## src/hw/gfs_pkg.sv

```systemverilog
package gfs_pkg;
	// ****************************************
	// Timing
	// ****************************************
	localparam int CLK_NS      = 10;
	localparam int TICK_NS     = 1_000_000;                // 1 ms time base
	localparam int TICK_CYC    = TICK_NS / CLK_NS;
	localparam int PROMPT_MS   = 1000;                     // Hold until prompt shows
	localparam int ENTER_MS    = PROMPT_MS + 3000;         // Prompt plus further 3 s
	localparam int SAVE_MS     = 3000;
	localparam int VIEW_MS     = 1000;
	localparam int STEP_MS     = 2000;
	localparam int SWIPE_MS    = 1000;
	localparam int MENU_TO_MS  = 15000;
	localparam int SCROLLS     = 4;
	localparam int MSG_MS      = 60000;
	localparam int FLASH_MS    = 500;
	localparam int DAY_MS      = 86_400_000;
	localparam int SPAN_DAYS   = 180;
	// ****************************************
	// Limits (mA, mV, degC, %LEL, %)
	// ****************************************
	localparam int CUR_NOM     = 200;
	localparam int CUR_TOL     = 50;
	localparam int VBR_LO      = 1800;
	localparam int VBR_HI      = 3500;
	localparam int VIN_LO      = 11500;
	localparam int VIN_HI      = 28000;
	localparam int TMP_LO      = -40;
	localparam int TMP_HI      = 75;
	localparam int ZERO_LIM    = -10;
	localparam int FULL_SCALE  = 100;
	localparam int LIFE_MAX    = 100;
	localparam int LIFE_REPL   = 25;
	// ****************************************
	// Register map (byte offsets)
	// ****************************************
	localparam logic [4:0] OFF_CTRL   = 5'h00;
	localparam logic [4:0] OFF_FAULT  = 5'h04;
	localparam logic [4:0] OFF_STATUS = 5'h08;
	localparam logic [4:0] OFF_DAYS   = 5'h0C;
	localparam logic [4:0] OFF_LIFE   = 5'h10;
	localparam int CTRL_LATCH  = 0;
	localparam int CTRL_CAL    = 1;
	localparam int CTRL_MENU   = 2;
	localparam int NFAULT      = 12;

	typedef enum logic [1:0] {LOOP_NORMAL, LOOP_OVER, LOOP_CAL, LOOP_FAULT} gfs_loop_e;
	typedef enum logic [1:0] {ST_NORMAL, ST_VIEW, ST_MENU, ST_SHOW} gfs_state_e;

	typedef struct packed {
		logic spanDue;
		logic temp;
		logic supply;
		logic loop;
		logic memory;
		logic processor;
		logic voltage;
		logic current;
		logic clearing;
		logic stability;
		logic range;
		logic zero;
	} gfs_fault_s;

	typedef struct packed {
		logic signed [15:0] conc;     // %LEL
		logic        [15:0] bridgeMa;
		logic        [15:0] bridgeMv;
		logic        [15:0] supplyMv;
		logic signed [15:0] tempC;
	} gfs_meas_s;

	typedef struct packed {
		logic       zeroOk;
		logic       spanOk;
		logic       spanFailRange;
		logic       spanFailStab;
		logic       spanFailClear;
		logic [7:0] lifeIn;
	} gfs_cal_s;
endpackage : gfs_pkg

```

## src/hw/gfs_pad.sv

```systemverilog
`timescale 1ns/1ps
module gfs_pad
	import gfs_pkg::*;
(
	input  wire logic        clk,     // System clock
	input  wire logic        rst,     // Sync reset
	input  wire logic        ce,      // Clock enable
	input  wire logic        tick,    // 1 ms strobe
	input  wire logic        padIn,   // Raw magnet pad
	output logic             padOn,   // Filtered level
	output logic             swipe,   // Short touch released
	output logic      [15:0] heldMs   // Hold time so far
);
	logic [2:0] syncReg;

	always_ff @(posedge clk) begin
		if (rst)
			syncReg <= 3'h0;
		else if (ce)
			syncReg <= {syncReg[1:0], padIn};
	end

	// Level changes only once stages two and three agree
	always_ff @(posedge clk) begin
		if (rst) begin
			padOn <= 1'b0;
			swipe <= 1'b0;
		end else if (ce) begin
			swipe <= 1'b0;
			if (syncReg[1] == syncReg[2]) begin
				padOn <= syncReg[2];
				if (padOn && !syncReg[2] && heldMs < 16'(SWIPE_MS))
					swipe <= 1'b1;
			end
		end
	end

	always_ff @(posedge clk) begin
		if (rst)
			heldMs <= 16'h0000;
		else if (ce) begin
			if (!padOn)
				heldMs <= 16'h0000;
			else if (tick && heldMs != 16'hFFFF)
				heldMs <= heldMs + 16'h0001;
		end
	end
endmodule : gfs_pad

```

## src/hw/gfs_range.sv

```systemverilog
`timescale 1ns/1ps
module gfs_range #(
	parameter int LO = 0,
	parameter int HI = 0
) (
	input  wire logic signed [15:0] value,   // Measured value
	output logic                    outside  // Below LO or above HI
);
	assign outside = (32'(value) < LO) || (32'(value) > HI);
endmodule : gfs_range

```

## src/hw/gfs_fault_supervisor.sv

```systemverilog
`timescale 1ns/1ps
module gfs_fault_supervisor
	import gfs_pkg::*;
#(
	parameter int TICK_CYCLES = TICK_CYC   // Shorten for simulation
) (
	input  wire logic        clk,                // 100 MHz clock
	input  wire logic        rst,                // Sync reset, high
	input  wire logic        ce,                 // Clock enable
	input  wire logic [4:0]  avs_address,        // Byte address
	input  wire logic        avs_read,           // Read request
	input  wire logic        avs_write,          // Write request
	input  wire logic [31:0] avs_writedata,      // Write data
	input  wire logic [3:0]  avs_byteenable,     // Byte lanes
	output logic      [31:0] avs_readdata,       // Read data
	output logic             avs_waitrequest,    // Stall
	input  wire logic        magnet_pad_up,      // Pad pin
	input  wire logic        magnet_pad_down,    // Pad pin
	input  gfs_meas_s        meas,               // Digitised measurements
	input  gfs_cal_s         cal,                // Calibration results
	input  wire logic        procErr,            // Controller run-time error
	input  wire logic        memWriteFail,       // NV store failed
	input  wire logic        loopBad,            // Output loop not working
	output logic             faultLed,           // Fault indicator
	output logic             faultMsg,           // Start fault message scroll
	output logic             overFlash,          // Flash full-scale reading
	output gfs_loop_e        loopLevel,          // Loop output level
	output gfs_state_e       dispState,          // Display mode
	output logic      [3:0]  dispFault,          // Fault index shown
	output logic             dispChoice,         // Shown yes/no
	output logic      [7:0]  sensorLife,         // Remaining life %
	output logic             replaceCell         // Life below threshold
);
	// ****************************************
	// Time base and pads
	// ****************************************
	logic [31:0] tickCnt;
	logic        tick;
	logic        upOn, dnOn, upSwipe, dnSwipe;
	logic [15:0] upHeld, dnHeld, held;
	logic        padOn, swipeAny;

	always_ff @(posedge clk) begin
		if (rst) begin
			tickCnt <= 32'h0000_0000;
			tick    <= 1'b0;
		end else if (ce) begin
			tick    <= (tickCnt == 32'(TICK_CYCLES - 1));
			tickCnt <= (tickCnt == 32'(TICK_CYCLES - 1)) ? 32'h0000_0000 : tickCnt + 32'h0000_0001;
		end
	end

	gfs_pad padUp (
		.clk    (clk),
		.rst    (rst),
		.ce     (ce),
		.tick   (tick),
		.padIn  (magnet_pad_up),
		.padOn  (upOn),
		.swipe  (upSwipe),
		.heldMs (upHeld)
	);
	gfs_pad padDn (
		.clk    (clk),
		.rst    (rst),
		.ce     (ce),
		.tick   (tick),
		.padIn  (magnet_pad_down),
		.padOn  (dnOn),
		.swipe  (dnSwipe),
		.heldMs (dnHeld)
	);
	assign padOn    = upOn | dnOn;
	assign swipeAny = upSwipe | dnSwipe;
	assign held     = (upHeld > dnHeld) ? upHeld : dnHeld;

	// ****************************************
	// Fault detection
	// ****************************************
	gfs_fault_s fault, faultReg;
	logic       curOut, vbrOut, vinOut, tmpOut;
	logic       anyFault, hardFault;
	logic [31:0] dayMs;
	logic [7:0]  days;

	gfs_range #(.LO(CUR_NOM - CUR_TOL), .HI(CUR_NOM + CUR_TOL)) chkCur (.value(meas.bridgeMa), .outside(curOut));
	gfs_range #(.LO(VBR_LO), .HI(VBR_HI)) chkVbr (.value(meas.bridgeMv), .outside(vbrOut));
	gfs_range #(.LO(VIN_LO), .HI(VIN_HI)) chkVin (.value(meas.supplyMv), .outside(vinOut));
	gfs_range #(.LO(TMP_LO), .HI(TMP_HI)) chkTmp (.value(meas.tempC), .outside(tmpOut));

	// Calibration faults are sticky; a new failure wins over a clear
	always_ff @(posedge clk) begin
		if (rst) begin
			faultReg           <= '0;
			faultReg.range     <= 1'b0;
			faultReg.stability <= 1'b0;
			faultReg.clearing  <= 1'b0;
		end else if (ce) begin
			if (32'(meas.conc) < ZERO_LIM)
				faultReg.zero <= 1'b1;
			else if (cal.zeroOk)
				faultReg.zero <= 1'b0;
			faultReg.range     <= cal.spanFailRange | (faultReg.range & ~cal.spanOk);
			faultReg.stability <= cal.spanFailStab | (faultReg.stability & ~cal.spanOk);
			faultReg.clearing  <= cal.spanFailClear | (faultReg.clearing & ~cal.spanOk);
		end
	end

	// Day count since last good span
	always_ff @(posedge clk) begin
		if (rst) begin
			dayMs <= 32'h0000_0000;
			days  <= 8'h00;
		end else if (ce) begin
			if (cal.spanOk) begin
				dayMs <= 32'h0000_0000;
				days  <= 8'h00;
			end else if (tick) begin
				dayMs <= (dayMs == 32'(DAY_MS - 1)) ? 32'h0000_0000 : dayMs + 32'h0000_0001;
				if (dayMs == 32'(DAY_MS - 1) && days != 8'hFF)
					days <= days + 8'h01;
			end
		end
	end

	always_comb begin
		fault           = faultReg;
		fault.current   = curOut;
		fault.voltage   = vbrOut;
		fault.processor = procErr;
		fault.memory    = memWriteFail;
		fault.loop      = loopBad;
		fault.supply    = vinOut;
		fault.temp      = tmpOut;
		fault.spanDue   = (days >= 8'(SPAN_DAYS));
	end
	assign anyFault  = |fault;
	assign hardFault = |(fault & ~gfs_fault_s'({1'b1, 1'b1, 10'h000}));

	// ****************************************
	// Control register and bus slave
	// ****************************************
	logic latchCfg, calActive, menuReq, menuSave, shown;

	// Menu save takes priority over a bus write in the same cycle
	always_ff @(posedge clk) begin
		if (rst) begin
			latchCfg  <= 1'b0;
			calActive <= 1'b0;
			menuReq   <= 1'b0;
		end else if (ce) begin
			menuReq <= 1'b0;
			if (avs_write && !avs_waitrequest && avs_address == OFF_CTRL && avs_byteenable[0]) begin
				latchCfg  <= avs_writedata[CTRL_LATCH];
				calActive <= avs_writedata[CTRL_CAL];
				menuReq   <= avs_writedata[CTRL_MENU];
			end
			if (menuSave)
				latchCfg <= shown;
		end
	end

	// One wait cycle, then the access completes
	always_ff @(posedge clk) begin
		if (rst) begin
			avs_waitrequest <= 1'b1;
			avs_readdata    <= 32'h0000_0000;
		end else if (ce) begin
			if ((avs_read || avs_write) && avs_waitrequest) begin
				avs_waitrequest <= 1'b0;
				unique case (avs_address)
					OFF_CTRL:   avs_readdata <= {29'h0, 1'b0, calActive, latchCfg};
					OFF_FAULT:  avs_readdata <= {20'h0_0000, fault};
					OFF_STATUS: avs_readdata <= {26'h000_0000, replaceCell, faultLed, dispState, loopLevel};
					OFF_DAYS:   avs_readdata <= {24'h00_0000, days};
					OFF_LIFE:   avs_readdata <= {24'h00_0000, sensorLife};
					default:    avs_readdata <= 32'h0000_0000;
				endcase
			end else
				avs_waitrequest <= 1'b1;
		end
	end

	// ****************************************
	// Indicator, loop and life
	// ****************************************
	always_ff @(posedge clk) begin
		if (rst)
			faultLed <= 1'b0;
		else if (ce) begin
			if (!latchCfg)
				faultLed <= anyFault;
			else if (anyFault)
				faultLed <= 1'b1;
			else if (swipeAny)
				faultLed <= 1'b0;
		end
	end

	always_ff @(posedge clk) begin
		if (rst)
			loopLevel <= LOOP_NORMAL;
		else if (ce) begin
			if (calActive)
				loopLevel <= LOOP_CAL;
			else if (hardFault)
				loopLevel <= LOOP_FAULT;
			else if (32'(meas.conc) > FULL_SCALE)
				loopLevel <= LOOP_OVER;
			else
				loopLevel <= LOOP_NORMAL;
		end
	end

	logic [15:0] flashMs;

	always_ff @(posedge clk) begin
		if (rst) begin
			overFlash <= 1'b0;
			flashMs   <= 16'h0000;
		end else if (ce) begin
			if (32'(meas.conc) <= FULL_SCALE) begin
				overFlash <= 1'b0;
				flashMs   <= 16'h0000;
			end else if (tick) begin
				flashMs <= (flashMs == 16'(FLASH_MS - 1)) ? 16'h0000 : flashMs + 16'h0001;
				if (flashMs == 16'(FLASH_MS - 1))
					overFlash <= ~overFlash;
			end
		end
	end

	always_ff @(posedge clk) begin
		if (rst) begin
			sensorLife  <= 8'(LIFE_MAX);
			replaceCell <= 1'b0;
		end else if (ce && cal.spanOk) begin
			sensorLife  <= (cal.lifeIn > 8'(LIFE_MAX)) ? 8'(LIFE_MAX) : cal.lifeIn;
			replaceCell <= (cal.lifeIn < 8'(LIFE_REPL));
		end
	end

	// ****************************************
	// Periodic fault message
	// ****************************************
	logic [15:0] msgMs;

	always_ff @(posedge clk) begin
		if (rst) begin
			msgMs    <= 16'h0000;
			faultMsg <= 1'b0;
		end else if (ce) begin
			faultMsg <= 1'b0;
			if (!anyFault || dispState != ST_NORMAL)
				msgMs <= 16'h0000;
			else if (tick) begin
				msgMs <= (msgMs == 16'(MSG_MS - 1)) ? 16'h0000 : msgMs + 16'h0001;
				faultMsg <= (msgMs == 16'(MSG_MS - 1));
			end
		end
	end

	// ****************************************
	// Display and menu state machine
	// ****************************************
	gfs_state_e state;
	logic [15:0] tmrMs;
	logic        armed;

	assign menuSave = (state == ST_SHOW) && armed && held >= 16'(SAVE_MS);

	always_ff @(posedge clk) begin
		if (rst) begin
			state     <= ST_NORMAL;
			tmrMs     <= 16'h0000;
			armed     <= 1'b0;
			shown     <= 1'b0;
			dispFault <= 4'h0;
		end else if (ce) begin
			if (tick)
				tmrMs <= tmrMs + 16'h0001;
			unique case (state)
				ST_NORMAL: begin
					if (menuReq) begin
						state <= ST_MENU;
						tmrMs <= 16'h0000;
					end else if (anyFault && held >= 16'(VIEW_MS)) begin
						state     <= ST_VIEW;
						dispFault <= 4'h0;
						tmrMs     <= 16'h0000;
					end
				end
				ST_VIEW: begin
					if (!fault[dispFault] || tmrMs >= 16'(STEP_MS)) begin
						tmrMs <= 16'h0000;
						if (dispFault == 4'(NFAULT - 1))
							state <= ST_NORMAL;
						else
							dispFault <= dispFault + 4'h1;
					end
				end
				ST_MENU: begin
					if (padOn)
						tmrMs <= 16'h0000;
					if (held >= 16'(ENTER_MS)) begin
						state <= ST_SHOW;
						shown <= latchCfg;
						armed <= 1'b0;
						tmrMs <= 16'h0000;
					end else if (!padOn && tmrMs >= 16'(MENU_TO_MS))
						state <= ST_NORMAL;
				end
				ST_SHOW: begin
					if (!padOn)
						armed <= 1'b1;
					if (padOn)
						tmrMs <= 16'h0000;
					if (swipeAny && armed)
						shown <= ~shown;
					if (menuSave) begin
						state <= ST_MENU;
						tmrMs <= 16'h0000;
					end else if (!padOn && tmrMs >= 16'(MENU_TO_MS))
						state <= ST_NORMAL;
				end
			endcase
		end
	end

	always_ff @(posedge clk) begin
		if (rst) begin
			dispState  <= ST_NORMAL;
			dispChoice <= 1'b0;
		end else if (ce) begin
			dispState  <= state;
			dispChoice <= shown;
		end
	end

	// ****************************************
	// Checks
	// ****************************************
	a_led_nonlatch: assert property (@(posedge clk) disable iff (rst)
		ce && !latchCfg && !anyFault |=> !faultLed)
		else $error("Indicator stays on without fault");
	a_led_latch_hold: assert property (@(posedge clk) disable iff (rst)
		ce && latchCfg && faultLed && !swipeAny && $stable(latchCfg) |=> faultLed)
		else $error("Latched indicator dropped without swipe");
	a_save_value: assert property (@(posedge clk) disable iff (rst)
		ce && menuSave |=> latchCfg == $past(shown) && state == ST_MENU)
		else $error("Shown value not saved");
	a_menu_timeout: assert property (@(posedge clk) disable iff (rst)
		ce && state == ST_MENU && !padOn && held < 16'(ENTER_MS) && tmrMs >= 16'(MENU_TO_MS) |=> state == ST_NORMAL)
		else $error("Menu did not time out");
	a_cal_level: assert property (@(posedge clk) disable iff (rst)
		ce && calActive |=> loopLevel == LOOP_CAL)
		else $error("Loop not at calibration level");
	a_hard_zero: assert property (@(posedge clk) disable iff (rst)
		ce && !calActive && hardFault |=> loopLevel == LOOP_FAULT)
		else $error("Hard fault not at 0mA");
	a_soft_normal: assert property (@(posedge clk) disable iff (rst)
		ce && !calActive && !hardFault && fault.temp && 32'(meas.conc) <= FULL_SCALE |=> loopLevel == LOOP_NORMAL)
		else $error("Temperature fault changed loop");
	a_zero_sticky: assert property (@(posedge clk) disable iff (rst)
		ce && faultReg.zero && !cal.zeroOk |=> faultReg.zero)
		else $error("Zero fault lost without zero cal");
	a_span_clear: assert property (@(posedge clk) disable iff (rst)
		ce && cal.spanOk && !cal.spanFailRange |=> !faultReg.range)
		else $error("Range fault not cleared by span");
	a_msg_quiet: assert property (@(posedge clk) disable iff (rst)
		faultMsg |-> $past(anyFault) && $past(dispState) == ST_NORMAL)
		else $error("Fault message without fault");
endmodule : gfs_fault_supervisor

```

## config.mk

```make
export PLATFORM = sky130hd
export DESIGN_NAME = gfs_fault_supervisor
export DESIGN_NICKNAME = d
export VERILOG_FILES = /design/src/hw/gfs_pkg.sv /design/src/hw/gfs_pad.sv /design/src/hw/gfs_range.sv /design/src/hw/gfs_fault_supervisor.sv
export SDC_FILE = /design/constraint.sdc
export NUM_CORES = 1
export LEC_CHECK = 0
export BUFFER_PORTS_ARGS = -buffer_cell sky130_fd_sc_hd__buf_2
export CORE_MARGIN = 5
export CORE_UTILIZATION = 61
export DETAILED_ROUTE_END_ITERATION = 6
export PLACE_DENSITY = 0.92
export SYNTH_ARGS = -nofsm -noshare
export SYNTH_HDL_FRONTEND = slang
export SYNTH_SLANG_ARGS = --single-unit
```

## constraint.sdc

```tcl
create_clock -name clk -period 5.35 [get_ports clk]
set_input_delay 1.07 -clock clk [delete_from_list [all_inputs] [get_ports clk]]
set_output_delay 1.07 -clock clk [all_outputs]
set_load 0.005 [all_outputs]
```

==> flow_metrics.tcl, run 1 <==
set metrics [dict create \
    drive_gt1_share_pct 14.5 \
    ir_drop_mv 0.295 \
    synth-edff-count 0 \
    place_inst 1695 \
    synth.largest_area_cell "dfxtp_1" \
    worstHoldPathCells 2 \
    r2r-start "padDn.heldMs[5]" \
    hold_ws_ns 0.479 \
    max_slew.worst_pin.slew_ns 1.06 \
    firstDrtPassIters 7 \
    die_area_um2 21000 \
    io_pins 198 \
    coreArea_um2 18000 \
    cts_max_path_buffers 3 \
    syn_area_um2 11100 \
    fin_ws_ns 1.57 \
    grt_pass1_wl_mm 48.2 \
    p_per_area_nw_per_um2 268 \
    grt.total_usage_pct 26.0 \
    rrSetupSlack_ns 1.57 \
    seqCellArea_um2 4160 \
    ys_warn_count 0 \
    final_cells 1736 \
    grt_max_degree 59 \
    yosys.area.top_type_share_pct 37.5 \
    multi_input_area_um2 6490 \
    syn_to_final_growth_pct 13.8 \
    nNetsFinal 1661 \
    ys_types 78 \
    grt_pass1_vias 10500 \
    min_period_ns 3.78 \
    leakagePower_nw 4.66 \
    worstHoldEndpoint "avs_readdata[9]" \
    cts-resized-gates 0 \
    htreeDepth 1 \
    vias 10900 \
    clock-sinks 208 \
    nFillCells 1260 \
    drtIter0Drc 874 \
    pre_cts_ws_ns 1.17 \
    dieWidth_um 145 \
    r2r_end "tmrMs[2]" \
    crit_required_ns 5.68 \
    rsz0062_at_grt "no" \
    post_cts.repair.setup_buffers 0 \
    cp_max_fo 11 \
    clk_pin_slew_worst_paths_ns 0.06 \
    cts_hold_buf 0 \
    std_cell_rows 49 \
    relSlewSlack_pct 29.2 \
    combPwrFrac_pct 5.0 \
    synthFlopType "dfxtp_1" \
    power.switching_uw 740 \
    drt-vias-per-instance 6.26 \
    final_common_cell "dfxtp_1" \
    max_freq_mhz 265 \
    start_util_pct 61.9 \
    die_y_um 145 \
    reg2reg_depth 9 \
    io_buffers 143 \
    dp_hpwl_mm 20.5 \
    cts_tree "done" \
    critPathLaunchType "flip-flop" \
    cts-root-buf "clkbuf_16" \
    min_from "avs_readdata[9]" \
    syn_avg_cell_area_um2 8.08 \
    ys_seq_elements 208 \
    wl_mm 29.2 \
    finalSetupViolCount 0 \
    cp-end-kind "flip-flop" \
    remaining_drc_errors 0 \
    report.final.slew_viol_count 0 \
    drv_cap 0 \
    mostFrequentLayoutCells "dfxtp_1, nor2_1, buf_2, nand2_1, a21oi_1" \
    fin_crit_sh_pct 70.6 \
    finalClockSkew_ns 0.00849 \
    p_sw_share_pct 21.8 \
    async_flop_share_pct 0 \
    cts_made_buffers 22 \
    p_clk_share_pct 48.6 \
    synth_seq_area_share_pct 37.5 \
    outcome "complete, no violations" \
    synthCells 1376 \
    clk-insertion-delay-late_ns 0.50 \
    seq_power_share_pct 46.4 \
    cp.arrival_ns 4.11 \
    gpl.final_weighted_congestion 0.890 \
    internal_power_mw 2.65 \
    drt-wirelength-per-cell_um 16.8 \
    synth_area_leaders "dfxtp_1, nor2_1, a21oi_1, xnor2_1, nand2_1" \
    grt_overflow 0 \
    finalSetupTns_ns 0 \
    ant_nets 0 \
    crit_type "flip-flop to flip-flop" \
    hold_viol_final 0 \
    post-route-util_pct 70.4 \
    grt_antenna_before_repair 1 \
    min_path_type "flip-flop to flip-flop" \
]
## synthesized netlist by cell type (4+ instances only)
| cell type | n |
|---|---|
| a31oi_1 | 5 |
| buf_4 | 20 |
| nand3_1 | 57 |
| a211oi_1 | 11 |
| nor4b_1 | 7 |
| inv_1 | 43 |
| buf_1 | 6 |
| clkbuf_1 | 47 |
| nand4_1 | 41 |
| nor3_1 | 45 |
| or4_1 | 5 |
| o211ai_1 | 5 |
| ha_1 | 27 |
| a211oi_2 | 10 |
| a311oi_1 | 4 |
| mux2i_1 | 16 |
| o21ai_0 | 46 |
| a21oi_1 | 97 |
| o32ai_1 | 5 |
| nor4_1 | 23 |
| mux2_2 | 10 |
| a22oi_1 | 17 |
| o21ai_1 | 6 |
| dfxtp_1 | 208 |
| a21o_1 | 7 |
| o21a_1 | 7 |
| and4_1 | 12 |
| xor2_1 | 45 |
| nor2_1 | 206 |
| and2_1 | 9 |
| or3_1 | 22 |
| nor2b_1 | 10 |
| a22o_1 | 6 |
| and3_1 | 27 |
| nand2_1 | 111 |
| nand2b_1 | 10 |
| nand3b_1 | 14 |
| nor3b_1 | 8 |
| xnor2_1 | 54 |
| o31ai_1 | 6 |
## metal layers
layer | GRT usage, % | vias up | wire length (µm)
met4 | 13.3 | 0 | 1450
met3 | 4.27 | 124 | 2130
met2 | 44.6 | 557 | 14000
met1 | 31.2 | 5051 | 11600
met5 | 0 | - | 0
li1 | - | 5136 | -
## cells by family (layout without fill, tap and decap cells)
group / count (synthesis) / in the layout / share of synthesized area (%)
AND/OR/NAND/NOR: 622 / 622 / 27.9
multiplexers: 27 / 27 / 2.66
other: 1 / 21 / 0.0337
buffers and inverters: 120 / 231 / 4.82
AO/OA/AOI/OAI: 272 / 272 / 16.3
adder cells (fa/ha/maj): 27 / 27 / 3.04
flip-flops: 208 / 208 / 37.5
XOR/XNOR: 99 / 99 / 7.80
## state kept, by name, summed over array words and instances (netlist names), 2 cells and up
signal,flops
avs_readdata,12
dayMs,32
days,8
dispFault,4
dispState,2
fault,4
flashMs,16
loopLevel,2
msgMs,16
padDn.heldMs,16
padDn.syncReg,3
padUp.heldMs,16
padUp.syncReg,3
sensorLife,8
state,2
tickCnt,32
tmrMs,16
## per-stage QoR
step	total power, mW	cell area, µm²
finish	3.39	12600
global route	3.49	12600
CTS	3.40	12600
detailed placement	1.77	11900
global placement	1.77	11900
floorplan	1.70	11200
## how the worst max path moves through the flow
stage	startpoint	to	slack (ns)	depth (start not counted)
final	padDn.heldMs[5]	tmrMs[2]	1.57	9
after detailed placement	meas[15]	tmrMs[2]	1.17	9
after global routing	meas[15]	tmrMs[2]	1.40	9
after global placement	meas[15]	tmrMs[2]	1.24	9
after floorplan	meas[15]	state[0]	1.93	8
after CTS	padDn.heldMs[5]	tmrMs[2]	1.63	9
## layout make-up
| type | count | share of cell area (%) |
|---|---|---|
| Tap cell | 229 | 2.27 |
| Inverter | 44 | 1.31 |
| Clock inverter | 6 | 0.831 |
| Antenna cell | 1 | 0.0198 |
| Timing Repair Buffer | 147 | 5.92 |
| Multi-Input combinational cell | 1067 | 51.3 |
| Clock buffer | 34 | 5.43 |
| Sequential cell | 208 | 32.9 |
## power by group through the flow
stage	Clock, mW	Combinational, mW	Sequential (mW)
after floorplan	0	0.0997	1.60
after CTS	1.66	0.167	1.57
after global routing	1.73	0.184	1.57
final	1.65	0.170	1.57
after global placement	0	0.161	1.60
after detailed placement	0	0.166	1.60
## worst max-delay path, cell delays in order (launching register included)
cell and delay (ns):
dfxtp_1 0.45, inv_1 0.12, ha_1 0.31, nand4_1 0.14, a2111o_1 0.40, a31oi_1 0.43
mux2i_1 0.51, a2111oi_4 0.21, nor3_2 0.85, o221ai_1 0.19
Note: power is estimated with default switching activity, not from simulation.
==> inputs of run 2 (changes only) <==
--- a/config.mk
+++ b/config.mk
@@ -5,11 +5,12 @@
 export SDC_FILE = /design/constraint.sdc
 export NUM_CORES = 1
 export LEC_CHECK = 0
+export ABC_AREA = 1
 export BUFFER_PORTS_ARGS = -buffer_cell sky130_fd_sc_hd__buf_2
 export CORE_MARGIN = 5
-export CORE_UTILIZATION = 61
+export CORE_UTILIZATION = 58
 export DETAILED_ROUTE_END_ITERATION = 6
-export PLACE_DENSITY = 0.92
+export PLACE_DENSITY = 0.88
 export SYNTH_ARGS = -nofsm -noshare
 export SYNTH_HDL_FRONTEND = slang
 export SYNTH_SLANG_ARGS = --single-unit
==> constraint.sdc (replaced) <==
create_clock -name clk -period 3.93 [get_ports clk]
set_input_delay 0.786 -clock clk [delete_from_list [all_inputs] [get_ports clk]]
set_output_delay 0.786 -clock clk [all_outputs]
set_load 0.005 [all_outputs]
==> run 2 against run 1 <==
  * Via count rose by 19%
  * Sequential cell count did not move
  * Worst setup slack got worse by 0.74 ns
  * First-iteration DRC count rose by 16%
  * Wire length rose by 11%
  * Critical path type unchanged
==> flow_metrics.tcl, run 2 <==
set metrics [dict create \
    max_slew.worst_pin.slew_ns 0.927 \
    cts-resized-gates 0 \
    gpl.final_weighted_congestion 0.984 \
    grt_antenna_before_repair 0 \
    cts_made_buffers 23 \
    cts_tree "done" \
    drv_cap 0 \
    coreArea_um2 20900 \
    r2r_end "tmrMs[11]" \
    drtIter0Drc 1015 \
    clk-insertion-delay-late_ns 0.51 \
    reg2reg_depth 16 \
    wl_mm 32.4 \
    synthCells 1852 \
    path_cells "inv_1, ha_1, nand2_1, nor3_4, nand3_2, nand2_2, nand2_1, o21ai_2, nand2_1, nand3_1, nand2_1, inv_1, nand2_1, nand2_1, nand2_1, a31oi_1" \
    io_pins 198 \
    finalClockSkew_ns 0.00890 \
    mostFrequentLayoutCells "nand2_1, inv_1, nor2_1, dfxtp_1, a21oi_1" \
    finalSetupViolCount 0 \
    firstDrtPassIters 5 \
    path_buf_inv 2 \
    remaining_drc_errors 0 \
    crit_type "flip-flop to flip-flop" \
    min_from "avs_readdata[2]" \
    post_cts.repair.setup_buffers 0 \
    crit_path_max_incr_delay_ns 0.42 \
    cp.arrival_ns 3.53 \
    die_y_um 155 \
    relSlewSlack_pct 37.6 \
    vias 12900 \
    dp_hpwl_mm 24.1 \
    synth_area_leaders "dfxtp_1, nand2_1, inv_1, nor2_1, a21oi_1" \
    max_freq_mhz 323 \
    async_flop_share_pct 0 \
    cp_top_family "simple AND/OR/NAND/NOR gates" \
    grt_overflow 0 \
    p_per_area_nw_per_um2 334 \
    io_buffers 143 \
    grt_max_degree 50 \
    grt_pass1_wl_mm 53.1 \
    ys_seq_elements 208 \
    htreeDepth 1 \
    rsz0062_at_grt "no" \
    critPathLaunchType "flip-flop" \
    grt.total_usage_pct 25.4 \
    cp_max_fo 12 \
    yosys.area.top_type_share_pct 34.1 \
    min_period_ns 3.09 \
    synth.largest_area_cell "dfxtp_1" \
    cpMostUsedCell "nand2_1" \
    syn_area_um2 12200 \
    r2r-start "padDn.heldMs[13]" \
    worstHoldPathCells 2 \
    rrSetupSlack_ns 0.84 \
    finalSetupTns_ns 0 \
    ys_types 59 \
    nNetsFinal 2159 \
    fin_crit_sh_pct 78.8 \
    ys_warn_count 0 \
    leakagePower_nw 5.56 \
    outcome "complete, no violations" \
    clk_pin_slew_worst_paths_ns 0.06 \
    drt-wirelength-per-cell_um 14.2 \
    worstHoldEndpoint "avs_readdata[2]" \
    top_regs "dayMs x32, tickCnt x32" \
    cts-root-buf "clkbuf_16" \
    synthFlopType "dfxtp_1" \
    start_util_pct 58.5 \
    crit_required_ns 4.36 \
    grt_pass1_vias 11900 \
    yosysMostFrequentCell "nand2_1" \
    clock-sinks 208 \
    cp_slowest_cell "dfxtp_1" \
    cts_max_path_buffers 3 \
    cts_hold_buf 0 \
    ir_drop_mv 0.374 \
    report.final.slew_viol_count 0 \
    p_total_mw 4.62 \
    final_common_cell "nand2_1" \
    synth-edff-count 0 \
    drt-vias-per-instance 5.68 \
    std_cell_rows 53 \
    antenna_cells 0 \
    die_area_um2 24100 \
    syn_to_final_growth_pct 13.1 \
    ant_nets 0 \
    drive_gt1_share_pct 12.2 \
    syn_avg_cell_area_um2 6.60 \
    min_path_type "flip-flop to flip-flop" \
    synth_seq_area_share_pct 34.1 \
    hold_viol_final 0 \
    synthTopCellsByCount "nand2_1, inv_1, nor2_1" \
    dieWidth_um 155 \
    cp-end-kind "flip-flop" \
]
[run 2: cell type report]
type / instances / area, µm²
tap: 275 / 344
inverter: 251 / 942
sequential: 208 / 4160
clock inverter: 4 / 45.0
timing repair buffer: 153 / 791
clock buffer: 36 / 684
multi-input combinational: 1351 / 6860
fill: 1796 / 7060
[run 2: stage by stage]
| step | cells | area, µm² | utilization (%) | hold WS, ns | setup slack [ns] |
|---|---|---|---|---|---|
| final | 2278 | 13800 | 66.2 | 0.462 | 0.835 |
| after global routing | 2278 | 13800 | 66.2 | 0.479 | 0.536 |
| after CTS | 2278 | 13800 | 66.2 | 0.462 | 0.904 |
| after detailed placement | 2238 | 13100 | 62.7 | 0.453 | 0.804 |
| after global placement | 2238 | 13100 | 62.7 | 0.451 | 0.858 |
| after floorplan | 1871 | 12300 | - | 0.438 | 1.49 |
[run 2: routing by layer]
layer	vias to the layer above	GRT usage, %	routed length (µm)	share of wire (%)
met4	0	6.71	688	2.1
met1	5904	32.5	13300	41
met3	62	3.42	2640	8.2
li1	6437	-	-	-
met2	535	45.1	15700	49
met5	-	0	0	0
[run 2: worst register-to-register path, delay by kind of cell (launching register included)]
family	cells	cell delay [ns]
buf+inv	2	0.43
simple gates	11	1.64
flops	1	0.42
fa+ha+maj	1	0.31
compound gates	2	0.23
[run 2: how the worst max path moves through the flow]
stage,from,endpoint,slack (ns),depth (start not counted)
after floorplan,padDn.heldMs[11],tmrMs[5],1.49,20
after CTS,padDn.heldMs[11],tmrMs[11],0.90,16
after global routing,padDn.heldMs[11],tmrMs[11],0.54,16
after global placement,meas[31],msgMs[1],0.86,16
final,padDn.heldMs[13],tmrMs[11],0.84,16
after detailed placement,ce,padUp.heldMs[13],0.80,14
[run 2: kinds of logic after synthesis]
| kind of cell | after synthesis | share of synthesized area (%) |
|---|---|---|
| xor+xnor | 30 | 2.15 |
| fa+ha+maj | 27 | 2.76 |
| other cells | 1 | 0.0307 |
| compound gates | 340 | 15.6 |
| flops | 208 | 34.1 |
| simple gates | 934 | 34.9 |
| buf+inv | 312 | 10.5 |
[run 2: report_power, final]
part           total, mW  switching (mW)  internal [mW]
registers           2.17          0.0331           2.14
logic              0.342           0.221          0.121
clock network       2.10           0.848           1.25
